$ cat config.mk
export PLATFORM = sky130hd
export DESIGN_NAME = spi_master_transfer
export DESIGN_NICKNAME = d
export VERILOG_FILES = /design/src/verilog/line_sync.v /design/src/verilog/spi_master_transfer.v
export VERILOG_INCLUDE_DIRS = /design/src /design/src/verilog
export SDC_FILE = /design/constraint.sdc
export NUM_CORES = 2
export LEC_CHECK = 0
export ABC_CLOCK_PERIOD_IN_PS = 4800
export BUFFER_PORTS_ARGS = -buffer_cell sky130_fd_sc_hd__buf_4
export CELL_PAD_IN_SITES_DETAIL_PLACEMENT = 1
export CELL_PAD_IN_SITES_GLOBAL_PLACEMENT = 2
export CORE_MARGIN = 5
export CORE_UTILIZATION = 41
export CTS_CLUSTER_DIAMETER = 60
export DETAILED_ROUTE_END_ITERATION = 10
export GPL_TIMING_DRIVEN = 0
export PLACE_DENSITY = 0.77
export SYNTH_ARGS = -nofsm -noshare
export SYNTH_HDL_FRONTEND = slang
export SYNTH_HIERARCHICAL = 1
export SYNTH_SLANG_ARGS = --single-unit
export TNS_END_PERCENT = 1
$ cat constraint.sdc
create_clock -name i_clock -period 4.8 [get_ports i_clock]
set_input_delay 0.48 -clock i_clock [delete_from_list [all_inputs] [get_ports i_clock]]
set_output_delay 0.48 -clock i_clock [all_outputs]
set_load 0.05 [all_outputs]
$ cat src/verilog/spi_master_transfer_regs.vh
// Constants for the command-driven SPI master transfer block
// Operation
// (RL1) Host sets word count to byte count halved, rounded up, padding odd packets.
// (RL2) Auto select drives select low through the transfer, high afterwards.
// (RL3) Skip direction setup leaves all four line directions untouched.
// (RL4) Otherwise select, clock, output line become outputs, input line an input.
// (RL5) Serial clock near 1000000/(10+10*(256-divisor)) Hz; divisor 0 means 256.
// (RL6) Three-bit field gives bits in last byte; zero means eight.
// (RL7) Partial last byte sends top bits, returns received bits in top positions.
// (RL8) Each of the four signals maps to a digital line indexed 0 to 19.
// (RL9) Byte count from 1 to 50 accepted, exactly that many shifted.
// (RL10) Clock set to idle level before select falls and before it rises.
// (RL11) A host driving select itself puts the clock idle first.
// (RL12) Four modes: A pol0 ph0, B pol0 ph1, C pol1 ph0, D pol1 ph1.
// (RL13) Phase 1 samples on edge toward idle; phase 0 on edge away.
// (RL14) Clock rests at the polarity level whenever no bit shifts.
// (RL15) Full duplex: one byte captured for each byte sent, all returned.
// (RL16) Mode taken from the two low option bits, 0..3 giving A..D.
// (RL17) Answer gives error code, bytes transferred, received bytes padded even.
`ifndef SPI_MASTER_TRANSFER_REGS_VH
`define SPI_MASTER_TRANSFER_REGS_VH

// Option byte fields
`define OPT_AUTO_SELECT_BIT   3'h7
`define OPT_SKIP_DIR_BIT      3'h6
`define OPT_PHASE_BIT         3'h0
`define OPT_POLARITY_BIT      3'h1

// Limits
`define MAX_LINE_INDEX        5'h13
`define MIN_BYTE_COUNT        6'h01
`define MAX_BYTE_COUNT        6'h32
`define FULL_BYTE_BITS        4'h8

// Answer codes
`define ERR_NONE              8'h00
`define ERR_BAD_ARGUMENT      8'h01

// Timing: period = base + step * (256 - divisor), in ns
`define CLOCK_PERIOD_NS       100
`define SERIAL_BASE_PERIOD_NS 10000
`define SERIAL_STEP_PERIOD_NS 10000
`define DIVISOR_WRAP          9'h100

`endif

$ cat src/verilog/line_sync.v
// Two flip-flop synchroniser for a group of pin inputs
`timescale 1ns/1ns
module line_sync #(
    parameter WIDTH = 20
) (
    input  wire             i_clock,
    input  wire             i_rstn,
    input  wire [WIDTH-1:0] i_async,
    output wire [WIDTH-1:0] o_sync
);
    reg [WIDTH-1:0] stage1;
    reg [WIDTH-1:0] stage2;

    always @(posedge i_clock or negedge i_rstn) begin
        if (!i_rstn) begin
            stage1 <= {WIDTH{1'b0}};
            stage2 <= {WIDTH{1'b0}};
        end else begin
            stage1 <= i_async;
            stage2 <= stage1;
        end
    end

    assign o_sync = stage2;
endmodule // line_sync

$ cat src/verilog/spi_master_transfer.v
// Command-driven full duplex SPI master on twenty general digital lines
`timescale 1ns/1ns
`include "spi_master_transfer_regs.vh"
module spi_master_transfer #(
    parameter LINES     = 20,
    parameter MAX_BYTES = 50,
    parameter CNT_W     = 14,
    parameter HALF_BASE = `SERIAL_BASE_PERIOD_NS / (2 * `CLOCK_PERIOD_NS),
    parameter HALF_STEP = `SERIAL_STEP_PERIOD_NS / (2 * `CLOCK_PERIOD_NS)
) (
    input  wire             i_clock,
    input  wire             i_rstn,
    input  wire             i_start,
    input  wire [7:0]       i_transfer_options,
    input  wire [7:0]       i_clock_divisor_value,
    input  wire [2:0]       i_last_byte_bits,
    input  wire [4:0]       i_select_line_index,
    input  wire [4:0]       i_clock_line_index,
    input  wire [4:0]       i_input_line_index,
    input  wire [4:0]       i_output_line_index,
    input  wire [5:0]       i_transfer_byte_count,
    input  wire             i_payload_write,
    input  wire [5:0]       i_payload_addr,
    input  wire [7:0]       i_payload_data,
    input  wire [5:0]       i_read_addr,
    input  wire [LINES-1:0] i_line_in,
    output wire             o_busy,
    output reg              o_done,
    output reg  [7:0]       o_error_code,
    output reg  [5:0]       o_transferred_byte_count,
    output reg  [7:0]       o_read_data,
    output reg  [LINES-1:0] o_line_out,
    output reg  [LINES-1:0] o_line_oe_n
);
    localparam [6:0] S_IDLE   = 7'h01;
    localparam [6:0] S_SETUP  = 7'h02;
    localparam [6:0] S_SELECT = 7'h04;
    localparam [6:0] S_LEAD   = 7'h08;
    localparam [6:0] S_TRAIL  = 7'h10;
    localparam [6:0] S_END    = 7'h20;
    localparam [6:0] S_DESEL  = 7'h40;

    reg [7:0]       tx_mem [0:MAX_BYTES-1];
    reg [7:0]       rx_mem [0:MAX_BYTES-1];
    reg [6:0]       state;
    reg [CNT_W-1:0] half_len;
    reg [CNT_W-1:0] cnt;
    reg             auto_sel;
    reg             polarity;
    reg             phase;
    reg [2:0]       last_bits;
    reg [4:0]       sel_idx;
    reg [4:0]       clk_idx;
    reg [4:0]       in_idx;
    reg [4:0]       out_idx;
    reg [5:0]       byte_cnt;
    reg [5:0]       byte_idx;
    reg [3:0]       bits_left;
    reg [3:0]       bits_cur;
    reg [7:0]       tx_shift;
    reg [7:0]       rx_shift;

    wire [LINES-1:0] line_sync_val;
    wire             in_bit;
    wire [8:0]       steps;
    wire [31:0]      half_calc;
    wire             args_bad;
    wire             last_byte;
    wire [7:0]       rx_whole;
    wire [7:0]       rx_aligned;
    wire [5:0]       next_idx;
    wire [3:0]       next_bits;
    wire             rx_store;
    wire [5:0]       rx_store_addr;
    wire [7:0]       rx_store_data;

    // Every pin input is synchronised before the shifter samples it
    line_sync #(
        .WIDTH (LINES)
    ) u_line_sync (
        .i_clock (i_clock),
        .i_rstn  (i_rstn),
        .i_async (i_line_in),
        .o_sync  (line_sync_val)
    );

    assign in_bit = line_sync_val[in_idx];
    assign o_busy = (state != S_IDLE);

    // Divisor zero wraps to 256, giving zero extra steps and the fastest rate
    assign steps     = (i_clock_divisor_value == 8'h00) ? 9'h000
                     : (`DIVISOR_WRAP - {1'b0, i_clock_divisor_value}); // [RL5]
    assign half_calc = HALF_BASE + HALF_STEP * steps; // [RL5]

    // Out-of-range requests are answered at once and leave every pin alone
    assign args_bad = (i_transfer_byte_count < `MIN_BYTE_COUNT)
                   || (i_transfer_byte_count > `MAX_BYTE_COUNT)
                   || (i_select_line_index > `MAX_LINE_INDEX)
                   || (i_clock_line_index > `MAX_LINE_INDEX)
                   || (i_input_line_index > `MAX_LINE_INDEX)
                   || (i_output_line_index > `MAX_LINE_INDEX); // [RL8] [RL9]

    assign last_byte = (byte_idx == byte_cnt - 6'h01);
    assign next_idx  = byte_idx + 6'h01;
    assign next_bits = ((next_idx == byte_cnt - 6'h01) && (last_bits != 3'h0))
                     ? {1'b0, last_bits} : `FULL_BYTE_BITS; // [RL6]
    // Phase 1 takes its final bit at the trailing edge, in this same cycle
    assign rx_whole   = phase ? {rx_shift[6:0], in_bit} : rx_shift;
    assign rx_aligned = rx_whole << (`FULL_BYTE_BITS - bits_cur); // [RL7]

    // Odd counts clear one extra byte after the last one shifted
    assign rx_store      = (cnt == {CNT_W{1'b0}})
                        && (((state == S_TRAIL) && (bits_left == 4'h1)) || ((state == S_END) && byte_cnt[0]));
    assign rx_store_addr = (state == S_END) ? byte_cnt : byte_idx; // [RL17]
    assign rx_store_data = (state == S_END) ? 8'h00 : rx_aligned; // [RL7] [RL15]

    // Writes while busy would corrupt bytes still waiting to be shifted
    always @(posedge i_clock) begin
        if (i_payload_write && (state == S_IDLE) && (i_payload_addr < MAX_BYTES)) begin
            tx_mem[i_payload_addr] <= i_payload_data;
        end
    end

    // Receive memory has no reset, so its writes stay out of the reset process
    always @(posedge i_clock) begin
        if (rx_store) begin
            rx_mem[rx_store_addr] <= rx_store_data; // [RL7] [RL15] [RL17]
        end
    end

    // Bytes past the even-padded count still hold data of older commands
    always @(posedge i_clock or negedge i_rstn) begin
        if (!i_rstn) begin
            o_read_data <= 8'h00;
        end else if (i_read_addr < MAX_BYTES) begin
            o_read_data <= rx_mem[i_read_addr]; // [RL15]
        end else begin
            o_read_data <= 8'h00;
        end
    end

    always @(posedge i_clock or negedge i_rstn) begin
        if (!i_rstn) begin
            state                    <= S_IDLE;
            o_done                   <= 1'b0;
            o_error_code             <= `ERR_NONE;
            o_transferred_byte_count <= 6'h00;
            o_line_out               <= {LINES{1'b0}};
            // All lines start as inputs until a command claims them
            o_line_oe_n              <= {LINES{1'b1}};
            half_len                 <= {CNT_W{1'b0}};
            cnt                      <= {CNT_W{1'b0}};
            auto_sel                 <= 1'b0;
            polarity                 <= 1'b0;
            phase                    <= 1'b0;
            last_bits                <= 3'h0;
            sel_idx                  <= 5'h00;
            clk_idx                  <= 5'h00;
            in_idx                   <= 5'h00;
            out_idx                  <= 5'h00;
            byte_cnt                 <= 6'h00;
            byte_idx                 <= 6'h00;
            bits_left                <= 4'h0;
            bits_cur                 <= 4'h0;
            tx_shift                 <= 8'h00;
            rx_shift                 <= 8'h00;
        end else begin
            o_done <= 1'b0;
            case (state)
                S_IDLE: begin
                    if (i_start) begin
                        if (args_bad) begin
                            o_error_code             <= `ERR_BAD_ARGUMENT; // [RL17]
                            o_transferred_byte_count <= 6'h00; // [RL17]
                            o_done                   <= 1'b1;
                        end else begin
                            o_error_code <= `ERR_NONE;
                            auto_sel     <= i_transfer_options[`OPT_AUTO_SELECT_BIT];
                            polarity     <= i_transfer_options[`OPT_POLARITY_BIT]; // [RL12] [RL16]
                            phase        <= i_transfer_options[`OPT_PHASE_BIT]; // [RL12] [RL16]
                            last_bits    <= i_last_byte_bits;
                            sel_idx      <= i_select_line_index; // [RL8]
                            clk_idx      <= i_clock_line_index; // [RL8]
                            in_idx       <= i_input_line_index; // [RL8]
                            out_idx      <= i_output_line_index; // [RL8]
                            byte_cnt     <= i_transfer_byte_count; // [RL9]
                            byte_idx     <= 6'h00;
                            bits_cur     <= ((i_transfer_byte_count == 6'h01) && (i_last_byte_bits != 3'h0))
                                          ? {1'b0, i_last_byte_bits} : `FULL_BYTE_BITS; // [RL6]
                            bits_left    <= ((i_transfer_byte_count == 6'h01) && (i_last_byte_bits != 3'h0))
                                          ? {1'b0, i_last_byte_bits} : `FULL_BYTE_BITS; // [RL6]
                            tx_shift     <= tx_mem[0];
                            rx_shift     <= 8'h00;
                            half_len     <= half_calc[CNT_W-1:0];
                            cnt          <= half_calc[CNT_W-1:0];
                            // Clock goes idle first so the slave never sees a stray edge
                            o_line_out[i_clock_line_index] <= i_transfer_options[`OPT_POLARITY_BIT]; // [RL10] [RL14]
                            // Select starts released so its fall comes only after the clock is idle
                            if (i_transfer_options[`OPT_AUTO_SELECT_BIT]) begin
                                o_line_out[i_select_line_index] <= 1'b1; // [RL2] [RL10]
                            end
                            if (!i_transfer_options[`OPT_SKIP_DIR_BIT]) begin
                                o_line_oe_n[i_select_line_index] <= 1'b0; // [RL4]
                                o_line_oe_n[i_clock_line_index]  <= 1'b0; // [RL4]
                                o_line_oe_n[i_output_line_index] <= 1'b0; // [RL4]
                                o_line_oe_n[i_input_line_index]  <= 1'b1; // [RL4]
                            end
                            // With skip set the enables are left as they stand [RL3]
                            state <= S_SETUP;
                        end
                    end
                end
                S_SETUP: begin
                    if (cnt == {CNT_W{1'b0}}) begin
                        if (auto_sel) begin
                            o_line_out[sel_idx] <= 1'b0; // [RL2] [RL10]
                        end
                        cnt   <= half_len;
                        state <= S_SELECT;
                    end else begin
                        cnt <= cnt - {{(CNT_W-1){1'b0}}, 1'b1};
                    end
                end
                S_SELECT: begin
                    if (cnt == {CNT_W{1'b0}}) begin
                        if (!phase) begin
                            o_line_out[out_idx] <= tx_shift[7]; // [RL13]
                        end
                        cnt   <= half_len;
                        state <= S_LEAD;
                    end else begin
                        cnt <= cnt - {{(CNT_W-1){1'b0}}, 1'b1};
                    end
                end
                S_LEAD: begin
                    if (cnt == {CNT_W{1'b0}}) begin
                        o_line_out[clk_idx] <= ~polarity;
                        if (phase) begin
                            o_line_out[out_idx] <= tx_shift[7]; // [RL13]
                        end else begin
                            rx_shift <= {rx_shift[6:0], in_bit}; // [RL13] [RL15]
                        end
                        cnt   <= half_len;
                        state <= S_TRAIL;
                    end else begin
                        cnt <= cnt - {{(CNT_W-1){1'b0}}, 1'b1};
                    end
                end
                S_TRAIL: begin
                    if (cnt == {CNT_W{1'b0}}) begin
                        o_line_out[clk_idx] <= polarity; // [RL14]
                        cnt <= half_len;
                        if (bits_left == 4'h1) begin
                            rx_shift <= 8'h00;
                            if (last_byte) begin
                                state <= S_END;
                            end else begin
                                byte_idx  <= next_idx;
                                bits_left <= next_bits;
                                bits_cur  <= next_bits;
                                tx_shift  <= tx_mem[next_idx];
                                if (!phase) begin
                                    o_line_out[out_idx] <= tx_mem[next_idx][7];
                                end
                                state <= S_LEAD;
                            end
                        end else begin
                            if (phase) begin
                                rx_shift <= {rx_shift[6:0], in_bit}; // [RL13] [RL15]
                            end else begin
                                o_line_out[out_idx] <= tx_shift[6];
                            end
                            tx_shift  <= {tx_shift[6:0], 1'b0};
                            bits_left <= bits_left - 4'h1;
                            state     <= S_LEAD;
                        end
                    end else begin
                        cnt <= cnt - {{(CNT_W-1){1'b0}}, 1'b1};
                    end
                end
                S_END: begin
                    // Clock already idle; hold it a half period before select rises
                    if (cnt == {CNT_W{1'b0}}) begin
                        if (auto_sel) begin
                            o_line_out[sel_idx] <= 1'b1; // [RL2] [RL10]
                        end
                        state <= S_DESEL;
                    end else begin
                        cnt <= cnt - {{(CNT_W-1){1'b0}}, 1'b1};
                    end
                end
                S_DESEL: begin
                    // Count and done leave together so the answer is settled when seen
                    o_transferred_byte_count <= byte_cnt; // [RL9] [RL17]
                    o_done                   <= 1'b1;
                    state                    <= S_IDLE;
                end
                default: begin
                    state <= S_IDLE;
                end
            endcase
        end
    end
endmodule // spi_master_transfer

# --- Word level (Yosys, flattened, before mapping) ---
# Memory sizes are Yosys's and may differ from the RTL's.
# Cells that the tools add are included.
op_classes:
  add_sub_neg: 7
  multipliers: 1
  order_cmp: 23
  eq_ne: 28
  shift: 1
  muxes: 101
  bitwise: 14
  reduce_logical: 40
op_table:
  columns: ["op", "count"]
  rows:
  - ["$mux 20", 16]
  - ["$bwmux 20", 7]
  - ["$pmux 20 s6", 1]
  - ["$mux 8", 14]
  - ["$and 20x20->20", 4]
  - ["$not 20->20", 4]
  - ["$or 20x20->20", 3]
  - ["$mux 14", 4]
  - ["$mux 7", 8]
  - ["$mux 6", 9]
  - ["$lt 5x6->1 const B", 8]
  - ["$pmux 14 s3", 1]
  - ["$pmux 7 s6", 1]
  - ["$mux 4", 9]
  - ["$demux 1 s5", 7]
  - ["$ge 5x1->1 const B", 7]
  - ["$ne 2x2->1 const B", 12]
  - ["$pmux 6 s2", 2]
  - ["$pmux 8 s3", 1]
  - ["$gt 5x5->1 const B", 4]
  - ["$pmux 4 s2", 2]
  - ["$pmux 8 s2", 1]
  - ["$mux 1", 15]
  - ["$add 6x14->14 const A", 1]
  - ["other kinds (43)", 74]
totals:
  regBits: 200
  ramBits: 800
  in_bits: 89
  output_inout_bits: 64
  mem_count: 2
memory_table:
  columns: ["memory", "words", "word_bits", "rd", "rd_ports_with_merged_regs", "write_ports", "line_no", "source"]
  rows:
  - ["rx_mem", 50, 8, 1, 0, 1, "spi_master_transfer.v:44", "reg [7:0] rx_mem [0:MAX_BYTES-1];"]
  - ["tx_mem", 50, 8, 2, 0, 1, "spi_master_transfer.v:43", "reg [7:0] tx_mem [0:MAX_BYTES-1];"]

# --- Longest topological paths before layout ---
depth:
  word_depth: 11
  mapped_depth: 19
  depth_no_buf: 19

# --- Cells and area by module ---
# The synthesis kept the hierarchy.
modules_own_cells:
  columns: ["mod", "n_inst", "cells_per_inst", "area_each_um2", "seq_area_each_um2"]
  rows:
  - ["spi_master_transfer", 1, 2998, 43359.1, 27853.0]
  - ["line_sync", 1, 40, 1001.0, 1001.0]

# --- Worst setup path after synthesis ---
# No wires, ideal clock.
synth_path:
  kind: "reg-to-reg"
  from: "reg in_idx[0]"
  to: "mem rx_mem[0][4] (data pin)"
  arrival_time_ns: 4.506
  slack_ns: -0.462
  path_stages_with_launch: 9
  period_less_slack_ns: 5.262
  cell_sequence: "dfrtp_1 buf_2 mux4_2 mux4_2 nor2b_1 a31oi_1 a21o_1 or2_1 o41ai_1"
synth_via:
  elab_chain_cells: 5
synth_rtl:
  columns: ["item", "line_no", "source"]
  rows:
  - ["from (decl)", "spi_master_transfer.v:54", "reg [4:0] in_idx;"]
  - ["from (signal assigned)", "spi_master_transfer.v:184", "in_idx <= i_input_line_index;"]
  - ["$bmux 1 s5", "spi_master_transfer.v:87", "assign in_bit = line_sync_val[in_idx];"]
  - ["$mux 1 (not written as such)", "spi_master_transfer.v:87", null]
  - ["$mux 8", null, null]
  - ["$shl 8x4->8", "spi_master_transfer.v:109", "assign rx_aligned = rx_whole << (`FULL_BYTE_BITS - bits_cur);"]
  - ["$mux 8", "spi_master_transfer.v:115", "assign rx_store_data = (state == S_END) ? 8'h00 : rx_aligned;"]
  - ["net rx_store_data[4]", "spi_master_transfer.v:75", "wire [7:0] rx_store_data;"]
  - ["to (decl)", "spi_master_transfer.v:44", null]
# The timed path passes the listed nets, and every way through them passes these cells. The select of a mux whose other input is x is not followed.

# --- Final worst setup path ---
layout_path:
  from: "reg state[5]"
  to: "mem rx_mem[0][5], enable pin"
layout_via:
  elab_chain_cells: 6
layout_rtl:
  columns: ["item", "line_no", "source"]
  rows:
  - ["from (decl)", "spi_master_transfer.v:45", "reg [6:0] state;"]
  - ["from (signal assigned)", "spi_master_transfer.v:144", "state <= S_IDLE;"]
  - ["from (signal assigned)", "spi_master_transfer.v:209", "state <= S_SETUP;"]
  - ["from (signal assigned)", "spi_master_transfer.v:219", "state <= S_SELECT;"]
  - ["$eq 7x5->1 or $eq 7x6->1 (tied branches)", "spi_master_transfer.v:113, spi_master_transfer.v:114", null]
  - ["$logic_and 1x1->1", "spi_master_transfer.v:113", "&& (((state == S_TRAIL) && (bits_left == 4'h1)) || ((state == S_END) && byte_cnt[0]));"]
  - ["$logic_or 1x1->1", "spi_master_transfer.v:113", null]
  - ["$logic_and 1x1->1", "spi_master_transfer.v:113", null]
  - ["$mux 1", "spi_master_transfer.v:126", "if (rx_store) begin"]
  - ["$mux 1 (not written as such)", "spi_master_transfer.v:127", "rx_mem[rx_store_addr] <= rx_store_data;"]
# Parallel ways exist; a longest one is shown, timed or not.

==> impl_summary.md <==
Critical path
The critical path data arrival time is 5050 ps. STA classifies the critical path startpoint as a register. The setup slack of the worst register-to-register path is 80 ps. In this run the critical register-to-register path is launched from state[5].

The worst setup path is of the register to register kind. Of all nets on the critical path, the largest fanout is 9. The terminus of the critical flop-to-flop path is rx_mem[0][5]. The worst setup path is captured at a register.

Data on the critical path is required at its endpoint by approximately 5100 ps. The number of cell instances on the worst register-to-register path is 8.

Route
The average routed wire per standard cell is about 30 microns. The remaining antenna violation count is 0. After detailed routing, the number of vias per cell comes to 6.04.

Wires add up to 144000 microns. The iteration-0 DRC count of the detailed router is 2702. The pre-antenna-repair detailed-routing pass consisted of 5 iterations.

The overall via count from detail_route is 29223. For this run, design rule violations remaining after detail routing come to 0.

Place
The final weighted congestion of routability-driven global placement is 0.908. The placed instance area is roughly 48000 sq um. Timing analysis after detailed placement gives a worst setup slack of -229 ps. Buffers placed on the I/O ports in this run total 131. The cell total after placement is ~4600. The HPWL after detailed placement is 102000 microns.

GRT
Global routing finished with a remaining overflow of 0. The first global-routing pass estimated 213000 microns of wire. Entering global routing, the biggest net connects 111 pins. The number of antenna violations at the first check in global routing is 2.

The total routing usage reported by global routing is 0.247. The via count of the first global-routing pass is between 30000 and 40000.

Yosys
In the post-synthesis netlist, the biggest area contributors are edfxtp_1, mux4_2, dfrtp_1. For this run, the register share of the synthesized area comes to 0.650. After synthesis, the share of cell area in mux cells is 0.136. The flop and latch count out of synthesis is about 990. The compound-gate portion of the synthesized area is 0.0865. The largest family of logic cells by synthesized area is multiplexers. The synthesized cell area is 44400 sq um. The number of different library cells used by synthesis comes to 86. The share of synthesized cell area in full adder, half adder and majority cells is 0.0104. Synthesis produced 3038 cells. The share of synthesized area in the top cell type comes to 0.542. For this run, the leading register cell type out of synthesis is edfxtp_1. Of the total synthesized cell area, the portion taken by AND, OR, NAND and NOR gates is 0.0841. The synthesized design contains 800 enable-type register cells. The synthesized area per cell is 14.6 sq um. The biggest area contributor in the post-synthesis netlist is edfxtp_1. Of the total synthesized cell area, the portion taken by XOR and XNOR cells is 0.0100. During synthesis, Yosys emitted a total of 6 warnings. The async set-reset flop share out of synthesis is 0.194.

Finish
The filler cells instantiated in the layout total 10540. For this run, the post-layout net count is 3463. Leaving out filler cells and counting taps, the final layout contains 4838. The fraction of final layout cells sized beyond drive strength 1 is 0.198. The synthesis-to-finish area growth is 16.3%. Measured on the finished design, the core utilization comes to 0.481. The cell area after layout is between 50000 and 60000 sq um.

Min path
The kind of path behind the tightest hold check is input pin to register. The sink of the worst hold path is in_idx[1]. The number of instances on the worst hold path is 3. The startpoint identified for the worst hold timing path is i_input_line_index[1].

Pwr
The switching component of the power is 7.93 mW. Of the total power, registers draw 0.430. The share of total power dissipated in the clock network is 0.348.

The total power is 24.5 mW. The share of total power dissipated in combinational logic is 0.222. The analysis attributes to cell leakage a power of 17.4 nW. The internal power is 16.6 mW. The peak supply drop is 0.351 mV. The switching part of the total power is 0.323. The power density over the cells is roughly 480 nW/um^2.

Clock network
The TritonCTS buffer count is 110. The clock sink count is 992. The cell at the root of the clock tree is clkbuf_16. For the worst-skew pair, the clock arrives at the later sink with an insertion delay of ~700 ps. The number of buffers on the longest clock path is 3.

The H-tree depth is 3. The number of buffers added for setup after CTS is 0. The CTS tree is done.

The register clock-pin slew on the reported worst setup and hold paths is 60 ps.

Run
The tool flagged a number of max-cap violations equal to 0.

Floorplanning
The floorplan step defined a die boundary enclosing between 100000 and 150000 sq um. The overall die height is 339 microns. The row count is 120. The effective utilization at floorplan is 0.414.

The core outline area is approximately 110000 sq um. Pin placement for this block handled 153 I/O pins. The width of the die is approximately 340 microns.

STA
Across all setup checks in the final design, the least slack found is 80.8 ps. The number of max-slew violations in the final report is 0. The count of final hold-check violations is 0. Clock skew on the completed layout was measured at 31.1 ps. Across all hold checks on the routed design, the worst slack comes to between 40 and 50 ps. The setup-violating endpoint count in the final report is 0. Setup repair after global routing could not meet its margin everywhere. Static timing analysis puts the maximum clock frequency at 212 MHz. The setup TNS after final layout is 0 ps. The actual transition at the worst max-transition pin is roughly 1400 ps. The minimum period implied by the final worst setup slack is around 4700 ps. Measured against its own limit, the worst slew margin works out to 0.0843. The share of the clock period used by the worst path after layout is 0.983.

Status
The run finished with clean final reports.
[worst max-delay path, stage by stage (launching register included)]
cell      delay (ps)
dfrtp_1          360
clkbuf_1         200
nor4_1           600
and3_1           240
clkbuf_1         610
nand2_1          550
a211oi_2         460
nand2_1          490
nor2_1           830
[placed cells by master, fill, tap and decap left out, types with 32 or more instances in the layout]
master	instances
dfrtp_1	171
mux2i_1	100
a21oi_1	109
buf_2	48
edfxtp_1	800
nor2_1	257
o21ai_1	78
ha_1	32
nor3_1	64
o22ai_1	34
clkbuf_16	112
mux4_2	217
a31oi_1	42
inv_1	41
o21ai_0	122
clkbuf_1	137
nand3_1	32
dlygate4sd3_1	33
buf_4	141
nand2_1	261
[logic make-up (layout without fill, tap and decap cells)]
| kind of cell | Yosys count | in the layout |
|---|---|---|
| flops | 992 | 992 |
| other cells | 1 | 9 |
| buf+inv | 232 | 621 |
| mux | 330 | 330 |
| simple gates | 802 | 802 |
| compound gates | 596 | 596 |
| fa+ha+maj | 35 | 35 |
| xor+xnor | 50 | 50 |
[final cells by class]
class | instances | area (sq um) | share of cell area
Sequential cell | 992 | 28900 | 0.559
Multi-Input combinational cell | 1820 | 14700 | 0.284
Clock buffer | 131 | 2890 | 0.0561
Tap cell | 1403 | 1760 | 0.0340
Timing Repair Buffer | 183 | 1630 | 0.0316
Buffer | 189 | 838 | 0.0163
Clock inverter | 75 | 782 | 0.0152
Inverter | 43 | 161 | 0.00313
Antenna cell | 2 | 5.00 | 0.0000970
[sequential cells by signal, indices dropped and copies added (netlist names), 4 cells and up]
register                  count
tx_shift                      8
rx_shift                      8
clk_idx                       5
rx_mem                      400
out_idx                       5
in_idx                        5
state                         7
u_line_sync/o_sync           20
o_read_data                   8
o_transferred_byte_count      6
o_line_oe_n                  20
bits_left                     4
u_line_sync/stage1           20
byte_idx                      6
byte_cnt                      6
half_len                     13
tx_mem                      400
cnt                          14
sel_idx                       5
o_line_out                   20
bits_cur                      4
[cells in the mapped netlist, drive strengths merged, types with 9 or more instances]
library cell and count:
a2111oi 9, a211oi 33, a21boi 17, a21oi 110, a22o 13, a31oi 42, and2 12, and3 17
buf 67, clkbuf 122, dfrtp 171, dfstp 21, edfxtp 800, ha 32, inv 41, mux2 13
mux2i 100, mux4 217, nand2 262, nand2b 27, nand3 33, nand3b 17, nor2 267, nor2b 17
nor3 71, nor3b 10, o2111ai 20, o211ai 17, o21ai 200, o221ai 11, o22ai 36, o311a 11
o311ai 11, o31ai 9, o32ai 13, or3 25, or3b 10, xnor2 31, xor2 19
[layer usage]
| metal | vias up | global-route usage | share of wire |
|---|---|---|---|
| li1 | 12503 | - | - |
| met1 | 15340 | 0.347 | 0.43 |
| met2 | 1146 | 0.406 | 0.48 |
| met3 | 234 | 0.0352 | 0.064 |
| met4 | 0 | 0.0695 | 0.028 |
| met5 | - | 0 | 0 |
[repair_timing]
action,CTS,global route
endpoints found under the hold margin,113,0
endpoints found under the setup margin,53,109
gates resized for setup,8,6
hold buffers,33,0
[worst max path at each step]
stage / startpoint / endpoint / slack (ps) / cells past startpoint
2_1_floorplan: in_idx[0] / rx_mem[0][6] / 130 / 9
3_3_place_gp: state[0] / rx_mem[46][1] / -2900 / 6
3_5_place_dp: state[5] / rx_mem[34][5] / -230 / 8
4_1_cts: state[1] / rx_mem[37][1] / 40 / 8
5_1_grt: state[1] / rx_mem[1][6] / -150 / 6
6_report: state[5] / rx_mem[0][5] / 80 / 8
[power by group through the flow]
stage / Sequential, mW / Clock [mW] / Combinational, mW
after CTS: 10.5 / 8.67 / 5.37
final: 10.5 / 8.53 / 5.43
after global routing: 10.6 / 9.10 / 5.77
after global placement: 10.7 / 0 / 4.95
after floorplan: 10.8 / 0 / 2.82
after detailed placement: 10.7 / 0 / 5.32
(Power assumes the default switching activity.)
